**src/include/chan_route_pkg.sv**
```systemverilog
/*
 * constants and carrier types for the channel routing and sleep block.
 * assumes a 32-bit apb bus with register index = byte address / 4.
 */
package chan_route_pkg;
	localparam int ADDR_W = 12;
	localparam int WORD_W = 16;
	localparam int LANES = 4;
	localparam int FIFO_DEPTH = 16;

	// register indices; byte address is four times the index
	localparam logic [9:0] IDX_RSVD_A = 10'h021;
	localparam logic [9:0] IDX_XBAR = 10'h022;
	localparam logic [9:0] IDX_SLEEP = 10'h023;
	localparam logic [9:0] IDX_DELAY = 10'h024;
	localparam logic [9:0] IDX_STATUS = 10'h03e;
	localparam logic [9:0] IDX_SWPD = 10'h03f;

	localparam logic [15:0] RST_XBAR = 16'h1b1b;
	localparam logic [15:0] RST_SLEEP = 16'hffff;
	localparam logic [15:0] RST_DELAY = 16'h0000;
	localparam logic [15:0] RST_SWPD = 16'h0000;

	// lane pick for lane i sits at 15-2i, output pick for output i at 7-2i
	localparam int LANE_PICK_TOP = 15;
	localparam int OUT_PICK_TOP = 7;

	// sleep field: 15..12 converters, 11 clock rx, 10 pll, 9 lvds data,
	// 8 lvds control, 7 temp sensor, 6 reserved, 5 bias amplifier
	localparam int SLP_CONV_A = 15;
	localparam int SLP_LVDS_DATA = 9;
	localparam int SLP_RSVD = 6;
	localparam logic [15:0] SLEEP_USED = 16'hffa0;

	localparam int DATA_DLY_LSB = 13;
	localparam int CLK_DLY_LSB = 10;
	localparam int DLY_W = 3;
	localparam int DLY_STEP_PS = 40;
	// delay bits 9:0 are not stored
	localparam logic [15:0] DELAY_USED = 16'hfc00;

	localparam int STAT_SLEEP_BIT = 8;

	typedef struct packed {
		logic [LANES-1:0][WORD_W-1:0] word;
	} quad_t;
endpackage

```
**src/hw/channel_routing_sleep_regs.sv**
```systemverilog
/*
 * routing crossbar, pin sleep gating and receiver delay registers,
 * with an apb slave and a word fifo in front of the crossbar.
 * assumes one clock sys_clk, async active-high rst, sleepPin asynchronous.
 */
`timescale 1ns/10ps

module quad_word_fifo #(
	parameter int WIDTH = 64,
	parameter int DEPTH = 16
) (
	input wire logic clk, // clock
	input wire logic rst, // async reset
	input wire logic ce, // clock enable
	input wire logic inValid, // write request
	output logic inReady, // space available
	input wire logic [WIDTH-1:0] inData, // write word
	output logic outValid, // word available
	input wire logic outReady, // consumer takes word
	output logic [WIDTH-1:0] outData, // head word
	output logic [$clog2(DEPTH):0] level // words held
);
	localparam int AW = $clog2(DEPTH);
	logic [WIDTH-1:0] mem [DEPTH];
	logic [AW:0] wrPtr_reg;
	logic [AW:0] rdPtr_reg;
	wire doWrite = ce && inValid && inReady;
	wire doRead = ce && outValid && outReady;
	wire full = (wrPtr_reg[AW] != rdPtr_reg[AW]) &&
		(wrPtr_reg[AW-1:0] == rdPtr_reg[AW-1:0]);
	wire empty = wrPtr_reg == rdPtr_reg;

	assign inReady = !full;
	assign outValid = !empty;
	assign outData = mem[rdPtr_reg[AW-1:0]];
	assign level = wrPtr_reg - rdPtr_reg;

	always_ff @(posedge clk) begin
		if (doWrite) begin
			mem[wrPtr_reg[AW-1:0]] <= inData;
		end
	end

	always_ff @(posedge clk or posedge rst) begin
		if (rst) begin
			wrPtr_reg <= '0;
			rdPtr_reg <= '0;
		end else begin
			if (doWrite) wrPtr_reg <= wrPtr_reg + 1'b1;
			if (doRead) rdPtr_reg <= rdPtr_reg + 1'b1;
		end
	end
endmodule

// What this block does
// Each lane picks one of four input words by two bits, reset 0,1,2,3.
// Each of the four outputs has a two-bit pick of lane word in bits 7:0.
// A block sleeps by pin only while the pin is high and its bit is set.
// Bits 9,8,7,5 gate lvds data and control, temp sensor, bias; 6 is inert.
// Software sleep bits put the same blocks to sleep alongside the pin.
// Bits 15:13 of the delay register set the data receiver delay, reset 0.
// Bits 12:10 of the delay register set the data clock delay, reset zero.
// Software leaves the first register and delay bits 9:0 at zero.
module channel_routing_sleep_regs #(
	parameter int FIFO_DEPTH = chan_route_pkg::FIFO_DEPTH
) (
	input wire logic sys_clk, // system clock
	input wire logic rst, // async reset, active high
	input wire logic ce, // clock enable, freezes state when low
	input wire logic psel, // apb select
	input wire logic penable, // apb enable
	input wire logic pwrite, // apb direction
	input wire logic [chan_route_pkg::ADDR_W-1:0] paddr, // apb address
	input wire logic [31:0] pwdata, // apb write data
	input wire logic [3:0] pstrb, // apb byte strobes
	output logic pready, // apb ready
	output logic [31:0] prdata, // apb read data
	output logic pslverr, // unmapped address
	input wire logic inValid, // input word group valid
	output logic inReady, // fifo has room
	input wire chan_route_pkg::quad_t inWords, // four input words
	output logic outValid, // routed group valid
	input wire logic outReady, // consumer takes group
	output chan_route_pkg::quad_t outWords, // words to outputs a..d
	input wire logic sleepPin, // external sleep pin
	output logic [15:0] powerDown, // per sub-block power down
	output logic [2:0] dataDelay, // lvds data delay steps
	output logic [2:0] clockDelay // lvds clock delay steps
);
	logic [15:0] xbar_reg;
	logic [15:0] sleepRoute_reg;
	logic [15:0] delay_reg;
	logic [15:0] swPd_reg;
	logic [2:0] sleepSync_reg;
	logic sleepLevel_reg;
	logic [15:0] powerDown_reg;
	logic ready_reg;
	logic [31:0] rdata_reg;
	logic slvErr_reg;
	logic outValid_reg;
	chan_route_pkg::quad_t outWords_reg;
	chan_route_pkg::quad_t fifoWords;
	chan_route_pkg::quad_t laneWords;
	chan_route_pkg::quad_t routedWords;
	logic fifoValid;
	logic [$clog2(FIFO_DEPTH):0] fifoLevel;
	logic loadOut;

	// apb decode
	wire [9:0] regIdx = paddr[chan_route_pkg::ADDR_W-1:2];
	wire selXbar = regIdx == chan_route_pkg::IDX_XBAR;
	wire selSleep = regIdx == chan_route_pkg::IDX_SLEEP;
	wire selDelay = regIdx == chan_route_pkg::IDX_DELAY;
	wire selRsvd = regIdx == chan_route_pkg::IDX_RSVD_A;
	wire selStatus = regIdx == chan_route_pkg::IDX_STATUS;
	wire selSwPd = regIdx == chan_route_pkg::IDX_SWPD;
	wire mapped = selXbar | selSleep | selDelay | selRsvd | selStatus |
		selSwPd;
	wire accessFirst = psel && penable && !ready_reg;
	wire accessDone = psel && penable && ready_reg;
	wire wrAcc = ce && accessDone && pwrite && mapped;
	wire [15:0] laneMask = {{8{pstrb[1]}}, {8{pstrb[0]}}};
	wire [15:0] wrData = pwdata[15:0];

	wire [15:0] statusWord = {7'h00, sleepLevel_reg,
		3'h0, 5'(fifoLevel)};
	wire [15:0] readWord = selXbar ? xbar_reg :
		selSleep ? sleepRoute_reg :
		selDelay ? delay_reg :
		selStatus ? statusWord :
		selSwPd ? swPd_reg : 16'h0000;

	// field merge with byte strobes; delay keeps only its live bits
	wire [15:0] xbarNext = (xbar_reg & ~laneMask) | (wrData & laneMask);
	wire [15:0] sleepNext = (sleepRoute_reg & ~laneMask) |
		(wrData & laneMask);
	wire [15:0] swPdNext = (swPd_reg & ~laneMask) | (wrData & laneMask);
	wire [15:0] delayNext = ((delay_reg & ~laneMask) |
		(wrData & laneMask)) & chan_route_pkg::DELAY_USED;

	assign pready = ready_reg;
	assign prdata = rdata_reg;
	assign pslverr = ready_reg && slvErr_reg;

	always_ff @(posedge sys_clk or posedge rst) begin
		if (rst) begin
			ready_reg <= 1'b0;
			rdata_reg <= 32'h0000_0000;
			slvErr_reg <= 1'b0;
		end else if (ce) begin
			ready_reg <= accessFirst;
			if (accessFirst) begin
				rdata_reg <= pwrite ? 32'h0000_0000 : {16'h0000, readWord};
				slvErr_reg <= !mapped;
			end
		end
	end

	always_ff @(posedge sys_clk or posedge rst) begin
		if (rst) begin
			xbar_reg <= chan_route_pkg::RST_XBAR;
			sleepRoute_reg <= chan_route_pkg::RST_SLEEP;
			delay_reg <= chan_route_pkg::RST_DELAY;
			swPd_reg <= chan_route_pkg::RST_SWPD;
		end else if (wrAcc) begin
			if (selXbar) xbar_reg <= xbarNext;
			if (selSleep) sleepRoute_reg <= sleepNext;
			if (selDelay) delay_reg <= delayNext;
			if (selSwPd) swPd_reg <= swPdNext;
		end
	end

	assign dataDelay = delay_reg[chan_route_pkg::DATA_DLY_LSB +: 3];
	assign clockDelay = delay_reg[chan_route_pkg::CLK_DLY_LSB +: 3];

	// sleep pin: three stages, accept a change once stages two and three agree
	always_ff @(posedge sys_clk or posedge rst) begin
		if (rst) begin
			sleepSync_reg <= 3'h0;
			sleepLevel_reg <= 1'b0;
			powerDown_reg <= 16'h0000;
		end else if (ce) begin
			sleepSync_reg <= {sleepSync_reg[1:0], sleepPin};
			if (sleepSync_reg[1] == sleepSync_reg[2]) begin
				sleepLevel_reg <= sleepSync_reg[2];
			end
			powerDown_reg <= (({16{sleepLevel_reg}} & sleepRoute_reg) |
				swPd_reg) & chan_route_pkg::SLEEP_USED;
		end
	end
	assign powerDown = powerDown_reg;

	quad_word_fifo #(
		.WIDTH($bits(chan_route_pkg::quad_t)),
		.DEPTH(FIFO_DEPTH)
	) wordFifo (
		.clk(sys_clk),
		.rst(rst),
		.ce(ce),
		.inValid(inValid),
		.inReady(inReady),
		.inData(inWords),
		.outValid(fifoValid),
		.outReady(loadOut),
		.outData(fifoWords),
		.level(fifoLevel)
	);

	// two-stage crossbar: input word to lane, lane word to output
	for (genvar i = 0; i < chan_route_pkg::LANES; i++) begin : g_xbar
		localparam int LP = chan_route_pkg::LANE_PICK_TOP - 2 * i;
		localparam int OP = chan_route_pkg::OUT_PICK_TOP - 2 * i;
		assign laneWords.word[i] = fifoWords.word[xbar_reg[LP-:2]];
		assign routedWords.word[i] = laneWords.word[xbar_reg[OP-:2]];
	end

	assign loadOut = fifoValid && (!outValid_reg || outReady);
	assign outValid = outValid_reg;
	assign outWords = outWords_reg;

	always_ff @(posedge sys_clk or posedge rst) begin
		if (rst) begin
			outValid_reg <= 1'b0;
			outWords_reg <= '0;
		end else if (ce) begin
			if (loadOut) begin
				outWords_reg <= routedWords;
				outValid_reg <= 1'b1;
			end else if (outReady) begin
				outValid_reg <= 1'b0;
			end
		end
	end
endmodule

```
**config.mk**
```make
export PLATFORM = sky130hd
export DESIGN_NAME = channel_routing_sleep_regs
export DESIGN_NICKNAME = d
export VERILOG_FILES = /design/src/include/chan_route_pkg.sv /design/src/hw/channel_routing_sleep_regs.sv
export SDC_FILE = /design/constraint.sdc
export NUM_CORES = 1
export LEC_CHECK = 0
export BUFFER_PORTS_ARGS = -buffer_cell sky130_fd_sc_hd__buf_2
export CORE_ASPECT_RATIO = 2
export CORE_UTILIZATION = 45
export CTS_CLUSTER_SIZE = 40
export DETAILED_ROUTE_END_ITERATION = 10
export PLACE_DENSITY_LB_ADDON = 0.1
export SLEW_MARGIN = 15
export SYNTH_ARGS = -nofsm -noshare
export SYNTH_HDL_FRONTEND = slang
export SYNTH_SLANG_ARGS = --single-unit
```
**constraint.sdc**
```tcl
create_clock -name sys_clk -period 20.8 [get_ports sys_clk]
set_clock_uncertainty 0.1 [all_clocks]
set_input_delay 1.04 -clock sys_clk [delete_from_list [all_inputs] [get_ports sys_clk]]
set_output_delay 1.04 -clock sys_clk [all_outputs]
set_load 0.01 [all_outputs]
```
==> impl_metrics.csv, run 1 <==
group,metric,value,unit
status,status,"finished, final reports clean",
floorplan,fp.dieW,241.3,um
place,postPlaceCellArea,0.05409,mm2
timing,fin_crit_sh,30.21,%
yosys,syn_avg_cell_area,17.28,um2
final_layout,design_area,0.05747,mm2
global_route,grt_usage,28.93,%
routing,ant_nets,0,
clocking,h-tree-depth,3,
yosys,yosys_warnings,0,
timing,setup_violations,0,
floorplan,die-height,480.6,um
routing,drt-initial-drc-count,3215,
clocking,cts_setup_buffers,0,
clocking,cts_buffers,106,
clocking,cts_buffer_depth,3,
floorplan,initial_core_util,45.35,%
yosys,ys_ff_latch,1185,
yosys,yosys-top-cells-area,"edfxtp_1 (60%), mux4_2 (10%), dfrtp_1 (6.7%), mux2_2 (3.3%), mux2i_1 (2.6%)",
global_route,grt_start_max_net_pins,141,
critical_path,worstPathArrival,6.85,ns
clocking,worstSkewPairLatency,0.74,ns
routing,drc,0,
flow_run,drv_cap,0,
floorplan,die-area,0.1160,mm2
routing,wl_per_cell,34.84,um
timing,period_needed,6.284,ns
timing,fin_setup_tns,0,ns
yosys,ys_seq_area_share,67.54,%
final_layout,layout-drive-gt1-share,27.63,%
yosys,synth_cell_types,76,
yosys,yosysTopAreaCell,"edfxtp_1",
critical_path,critPathKind,"flop to flop",
floorplan,fp-row-count,175,
final_layout,area.growth.synth_to_final,11.51,%
timing,fmax,159.1,MHz
clocking,holdBufCountCts,0,
place,portBuffers,200,
critical_path,required,21.37,ns
critical_path,worstPathMaxFanout,140,
timing,worst_slack,14.52,ns
floorplan,coreArea,0.1136,mm2
final_layout,largest_reg_flops,1024,
floorplan,io_pins,243,
routing,drt_wl_total,166000,um
worst_hold_path,hp-class,"input pin to async pin",
routing,post_drt_via_cell_ratio,6.465,
place,hpwl,105300,um
timing,tightest_slew,1.374,ns
timing,maxSlewViolCount,0,
clocking,cts_tree,"yes",
yosys,synth_edf_count,1024,
routing,drt_first_pass_iters,7,
clocking,clock_sinks,1185,
clocking,path_clk_slew,0.07,ns
global_route,antenna_found_initial,13,
power,ir_worst_vdd,0.00009947,V
place,gp_congestion,0.9941,
clocking,clockRootBuffer,"clkbuf_16",
power,p_leak,19.55,nW
yosys,syn_area,0.05153,mm2
critical_path,start_kind,"flop",
yosys,synth_top_area_share,59.67,%
timing,relSlewSlack,8.420,%
routing,vias,30810,
timing,rsz0062_at_grt,"false",
global_route,grt_pass1_wl,233600,um
yosys,async_reset_ff_share,13.59,%
global_route,grt_pass1_vias,32130,
timing,finalHoldViolCount,0,
yosys,syn_inst,2982,
final_layout,final_net_count,3303,
yosys,ys.flop_type,"edfxtp_1",
place,dp_slack,14.66,ns
power,powerDensity,134.1,mW/mm2
critical_path,setup.worst_path.end_class,"flop",
clocking,post_cts_resized,0,
global_route,grt_overflow,0,
==> layer usage <==
layer / part of all wire (%) / vias to the layer above / track usage (%)
met4: 5.8 / 8 / 15.55
met3: 6.2 / 468 / 4.875
met1: 37 / 16190 / 34.08
li1: - / 12720 / -
met2: 51 / 1421 / 50.09
met5: 0.029 / - / 0
==> where the power goes <==
part | internal [mW] | total (mW) | switching, mW
Clock | 1.05 | 1.94 | 0.888
Combinational | 1.06 | 2.84 | 1.77
Sequential | 2.77 | 2.93 | 0.163
==> synth_stat cells, drive strengths merged, types with 10 or more instances <==
master  instances
a21oi          54
a221o          59
a221oi        102
a22o           10
a22oi          50
a41oi          14
and2           20
and3           18
buf           134
clkbuf         82
dfrtp         137
dfstp          24
edfxtp       1024
inv            22
mux2          151
mux2i         139
mux4          255
nand2         157
nand2b         21
nand3          60
nand4          21
nor2           79
nor2b          23
nor3           12
o211ai         28
o21a           10
o21ai          88
o221ai         28
o22ai          28
o31ai          32
xnor2          10
==> cells in the final DEF, fill, tap and decap left out, types with 22 or more instances in the layout <==
master,Yosys,routed
nand2_1,157,157
nor2b_1,23,23
dfstp_2,24,24
a221oi_1,102,102
nand3_1,60,60
nor2_1,79,66
o21ai_0,71,70
mux2i_1,135,135
mux2_2,151,151
dfrtp_1,137,133
a21oi_1,54,54
a22oi_1,50,50
buf_2,37,200
mux4_2,240,240
o211ai_1,28,28
a221o_1,59,59
conb_1,1,22
clkbuf_1,82,33
o31ai_1,31,31
buf_4,52,77
edfxtp_1,1024,1024
clkbuf_16,0,111
o22ai_1,28,28
o221ai_1,28,28
==> layout make-up <==
type / count / area, um2
inverters: 22 / 92.59
well taps: 1504 / 1882
fillers: 9404 / 56180
clock buffers: 146 / 2929
diodes: 4 / 10.01
flip-flops and latches: 1185 / 34820
multi-input cells: 1578 / 15690
repair buffers: 279 / 1619
clock inverters: 47 / 416.7
==> logic make-up (layout without fill, tap and decap cells) <==
group,count (synthesis),count (layout),synth area share [%]
compound gates,563,563,8.282
xor+xnor,12,12,0.2039
fa+ha+maj,10,10,0.2574
buf+inv,240,494,2.544
flops,1185,1185,67.54
mux,545,545,17.28
other cells,1,26,0.007277
simple gates,426,426,3.880
==> per-stage QoR <==
step / total power, mW / util [%] / hold slack, ns / instances
floorplan: 4.792 / - / 0.3418 / 3003
global placement: 5.766 / 47.59 / 0.3578 / 4568
global route: 7.991 / 50.56 / 0.3162 / 4763
finish: 7.704 / 50.57 / 0.2964 / 4765
detailed placement: 5.814 / 47.59 / 0.3664 / 4568
CTS: 7.751 / 50.54 / 0.2727 / 4761
==> critical path, cell delays in order (launching register included) <==
cell	delay (ns)
dfrtp_4	0.90
buf_12	0.63
buf_4	0.78
buf_4	0.86
mux2i_1	0.18
a221o_1	0.41
a21oi_1	0.98
nor3_1	0.29
a221oi_1	0.41
a221o_1	0.21
==> final timing paths <==
path	endpoint	startpoint	slack, ns	depth (start not counted)
worst max-delay path	outWords[53]$_DFFE_PP0P_	wordFifo.rdPtr_reg[1]$_DFFE_PP0P_	14.52	9
worst max register to register	outWords[53]$_DFFE_PP0P_	wordFifo.rdPtr_reg[1]$_DFFE_PP0P_	14.52	9
max in group asynchronous	wordFifo.rdPtr_reg[3]$_DFFE_PP0P_	rst	18.32	4
worst min-delay path	powerDown[11]$_DFFE_PP0P_	rst	0.30	2
min in group sys_clk	prdata[13]$_DFFE_PP0P_	prdata[13]$_DFFE_PP0P_	0.37	2
worst min register to register	prdata[13]$_DFFE_PP0P_	prdata[13]$_DFFE_PP0P_	0.37	2
Power figures use the tool's default switching activity.
==> run 2, diff against run 1 <==
==> constraint.sdc (replaced) <==
create_clock -name sys_clk -period 6.3 [get_ports sys_clk]
set_clock_uncertainty 0.1 [all_clocks]
set_input_delay 0.315 -clock sys_clk [delete_from_list [all_inputs] [get_ports sys_clk]]
set_output_delay 0.315 -clock sys_clk [all_outputs]
set_load 0.01 [all_outputs]
==> impl_metrics.csv, run 2 (synthesis results as in run 1) <==
group,metric,value,unit
final_layout,area.growth.synth_to_final,14.77,%
floorplan,die-area,0.1160,mm2
routing,vias,31470,
floorplan,die-height,480.6,um
power,p_sw_share,36.89,%
timing,tightest_slew,1.331,ns
critical_path,regToRegEndpoint,"outWords[21]$_DFFE_PP0P_",
clocking,cts_setup_buffers,0,
worst_hold_path,hold_start,"paddr[7]",
power,power.share.clock,25.4,%
clocking,path_clk_slew,0.07,ns
critical_path,crit_buf_inv,2,
final_layout,layout-drive-gt1-share,28.23,%
critical_path,critPathKind,"flop to flop",
clocking,clock_sinks,1185,
critical_path,worstPathArrival,4.84,ns
timing,fmax,233.3,MHz
power,p_seq_share,37.3,%
critical_path,crit_start,"wordFifo.rdPtr_reg[2]$_DFFE_PP0P_",
floorplan,fp-row-count,175,
clocking,cts_tree,"yes",
power,intPower,16.40,mW
critical_path,worstPathCellList,"buf_4 -> and2b_1 -> buf_4 -> a221o_1 -> a21oi_1 -> nor3_1 -> a221oi_1 -> a221o_1",
global_route,grt_usage,29.66,%
place,hpwl,114000,um
timing,fin_setup_tns,0,ns
routing,drt_first_pass_iters,9,
routing,drc,0,
timing,maxSlewViolCount,0,
power,powerDensity,439.3,mW/mm2
routing,post_drt_via_cell_ratio,6.422,
timing,worst_slack,2.013,ns
clocking,post_cts_resized,0,
critical_path,rr_worst_depth,8,
power,p_leak,20.29,nW
timing,rsz0062_at_grt,"false",
global_route,antenna_found_initial,14,
critical_path,r2r_slack,2.01,ns
critical_path,required,6.85,ns
floorplan,coreArea,0.1136,mm2
floorplan,initial_core_util,45.35,%
routing,wl_per_cell,34.76,um
global_route,grt_overflow,0,
critical_path,slowest_stage,"a21oi_1",
final_layout,n_fill_cell,9236,
critical_path,cp_top_family,"compound AO/OA/AOI/OAI gates",
floorplan,fp.dieW,241.3,um
timing,setup_violations,0,
place,gp_congestion,0.9672,
timing,finalHoldViolCount,0,
power,ir_worst_vdd,0.0002951,V
floorplan,io_pins,243,
final_layout,layout_commonest_cell,"edfxtp_1",
clocking,worstSkewPairLatency,0.73,ns
power,combinationalPowerShare,37.3,%
clocking,cts_buffers,103,
routing,ant_nets,0,
critical_path,worstPathMaxFanout,29,
worst_hold_path,hold_depth,5,
timing,holdWs,0.06918,ns
global_route,grt_start_max_net_pins,107,
critical_path,setup.worst_path.end_class,"flop",
clocking,clockRootBuffer,"clkbuf_16",
power,p_total,25.98,mW
place,portBuffers,200,
final_layout,mostFrequentLayoutCells,"edfxtp_1 (1024), mux4_2 (240), buf_2 (200), nand2_1 (157), mux2_2 (151)",
final_layout,final_net_count,3432,
final_layout,largest_reg_flops,1024,
worst_hold_path,hp-class,"input pin to flop",
timing,period_needed,4.287,ns
timing,fin_crit_sh,68.05,%
clocking,h-tree-depth,3,
place,dp_slack,2.031,ns
timing,relSlewSlack,11.26,%
status,status,"finished, final reports clean",
clocking,holdBufCountCts,88,
flow_run,drv_cap,0,
routing,drt_wl_total,170300,um
critical_path,start_kind,"flop",
clocking,cts_buffer_depth,3,
global_route,grt_pass1_wl,239500,um
power,switching_power,9.585,mW
global_route,grt_pass1_vias,32170,
critical_path,max_stage_delay,1.01,ns
final_layout,fin_util,52.05,%
worst_hold_path,min_to,"prdata[2]$_DFFE_PP0P_",
critical_path,reg2reg_from,"wordFifo.rdPtr_reg[2]$_DFFE_PP0P_",
routing,drt-initial-drc-count,3782,
-- run 2: worst max-delay path by stage --
stage                                     to  cells after the start
2_1_floorplan  wordFifo.mem[15][0]$_DFFE_PP_                     13
3_5_place_dp   wordFifo.mem[3][61]$_DFFE_PP_                      8
4_1_cts        wordFifo.mem[3][29]$_DFFE_PP_                      8
3_3_place_gp   wordFifo.mem[2][27]$_DFFE_PP_                      9
6_report            outWords[21]$_DFFE_PP0P_                      8
5_1_grt        wordFifo.mem[3][29]$_DFFE_PP_                      8
-- run 2: stage by stage --
stage	std cells	area, um2
2_1_floorplan	3003	51630
3_3_place_gp	4612	54740
3_5_place_dp	4612	54740
4_1_cts	4894	59110
5_1_grt	4898	59140
6_report	4900	59150
-- run 2: power groups by stage --
stage	clock network (mW)	registers (mW)	logic, mW
floorplan	0	9.58	6.24
global placement	0	9.80	9.49
detailed placement	0	9.84	9.60
CTS	6.71	9.68	9.67
global route	6.98	9.72	10.2
finish	6.59	9.69	9.70
-- run 2: tightest hold or removal path: cells and delay by family --
kind	cells	cell delay, ns
compound gates	2	0.16
buf+inv	1	0.11
simple gates	2	0.26
-- run 2: area by class of cell --
class | instances | area, um2 | share of cell area [%]
timing repair buffer | 411 | 3131 | 5.293
clock inverter | 55 | 615.6 | 1.041
inverter | 22 | 92.59 | 0.1565
clock buffer | 139 | 2868 | 4.849
tap | 1504 | 1882 | 3.182
sequential | 1185 | 34820 | 58.88
antenna | 6 | 15.01 | 0.02539
multi-input combinational | 1578 | 15720 | 26.58
-- run 2: routing by layer --
layer | share of wire [%] | GRT usage (%) | routed length (um)
met4 | 5.5 | 14.27 | 9352
met3 | 6.3 | 5.322 | 10750
met2 | 51 | 51.16 | 86630
met1 | 37 | 35.61 | 63570
met5 | 0.015 | 0 | 26
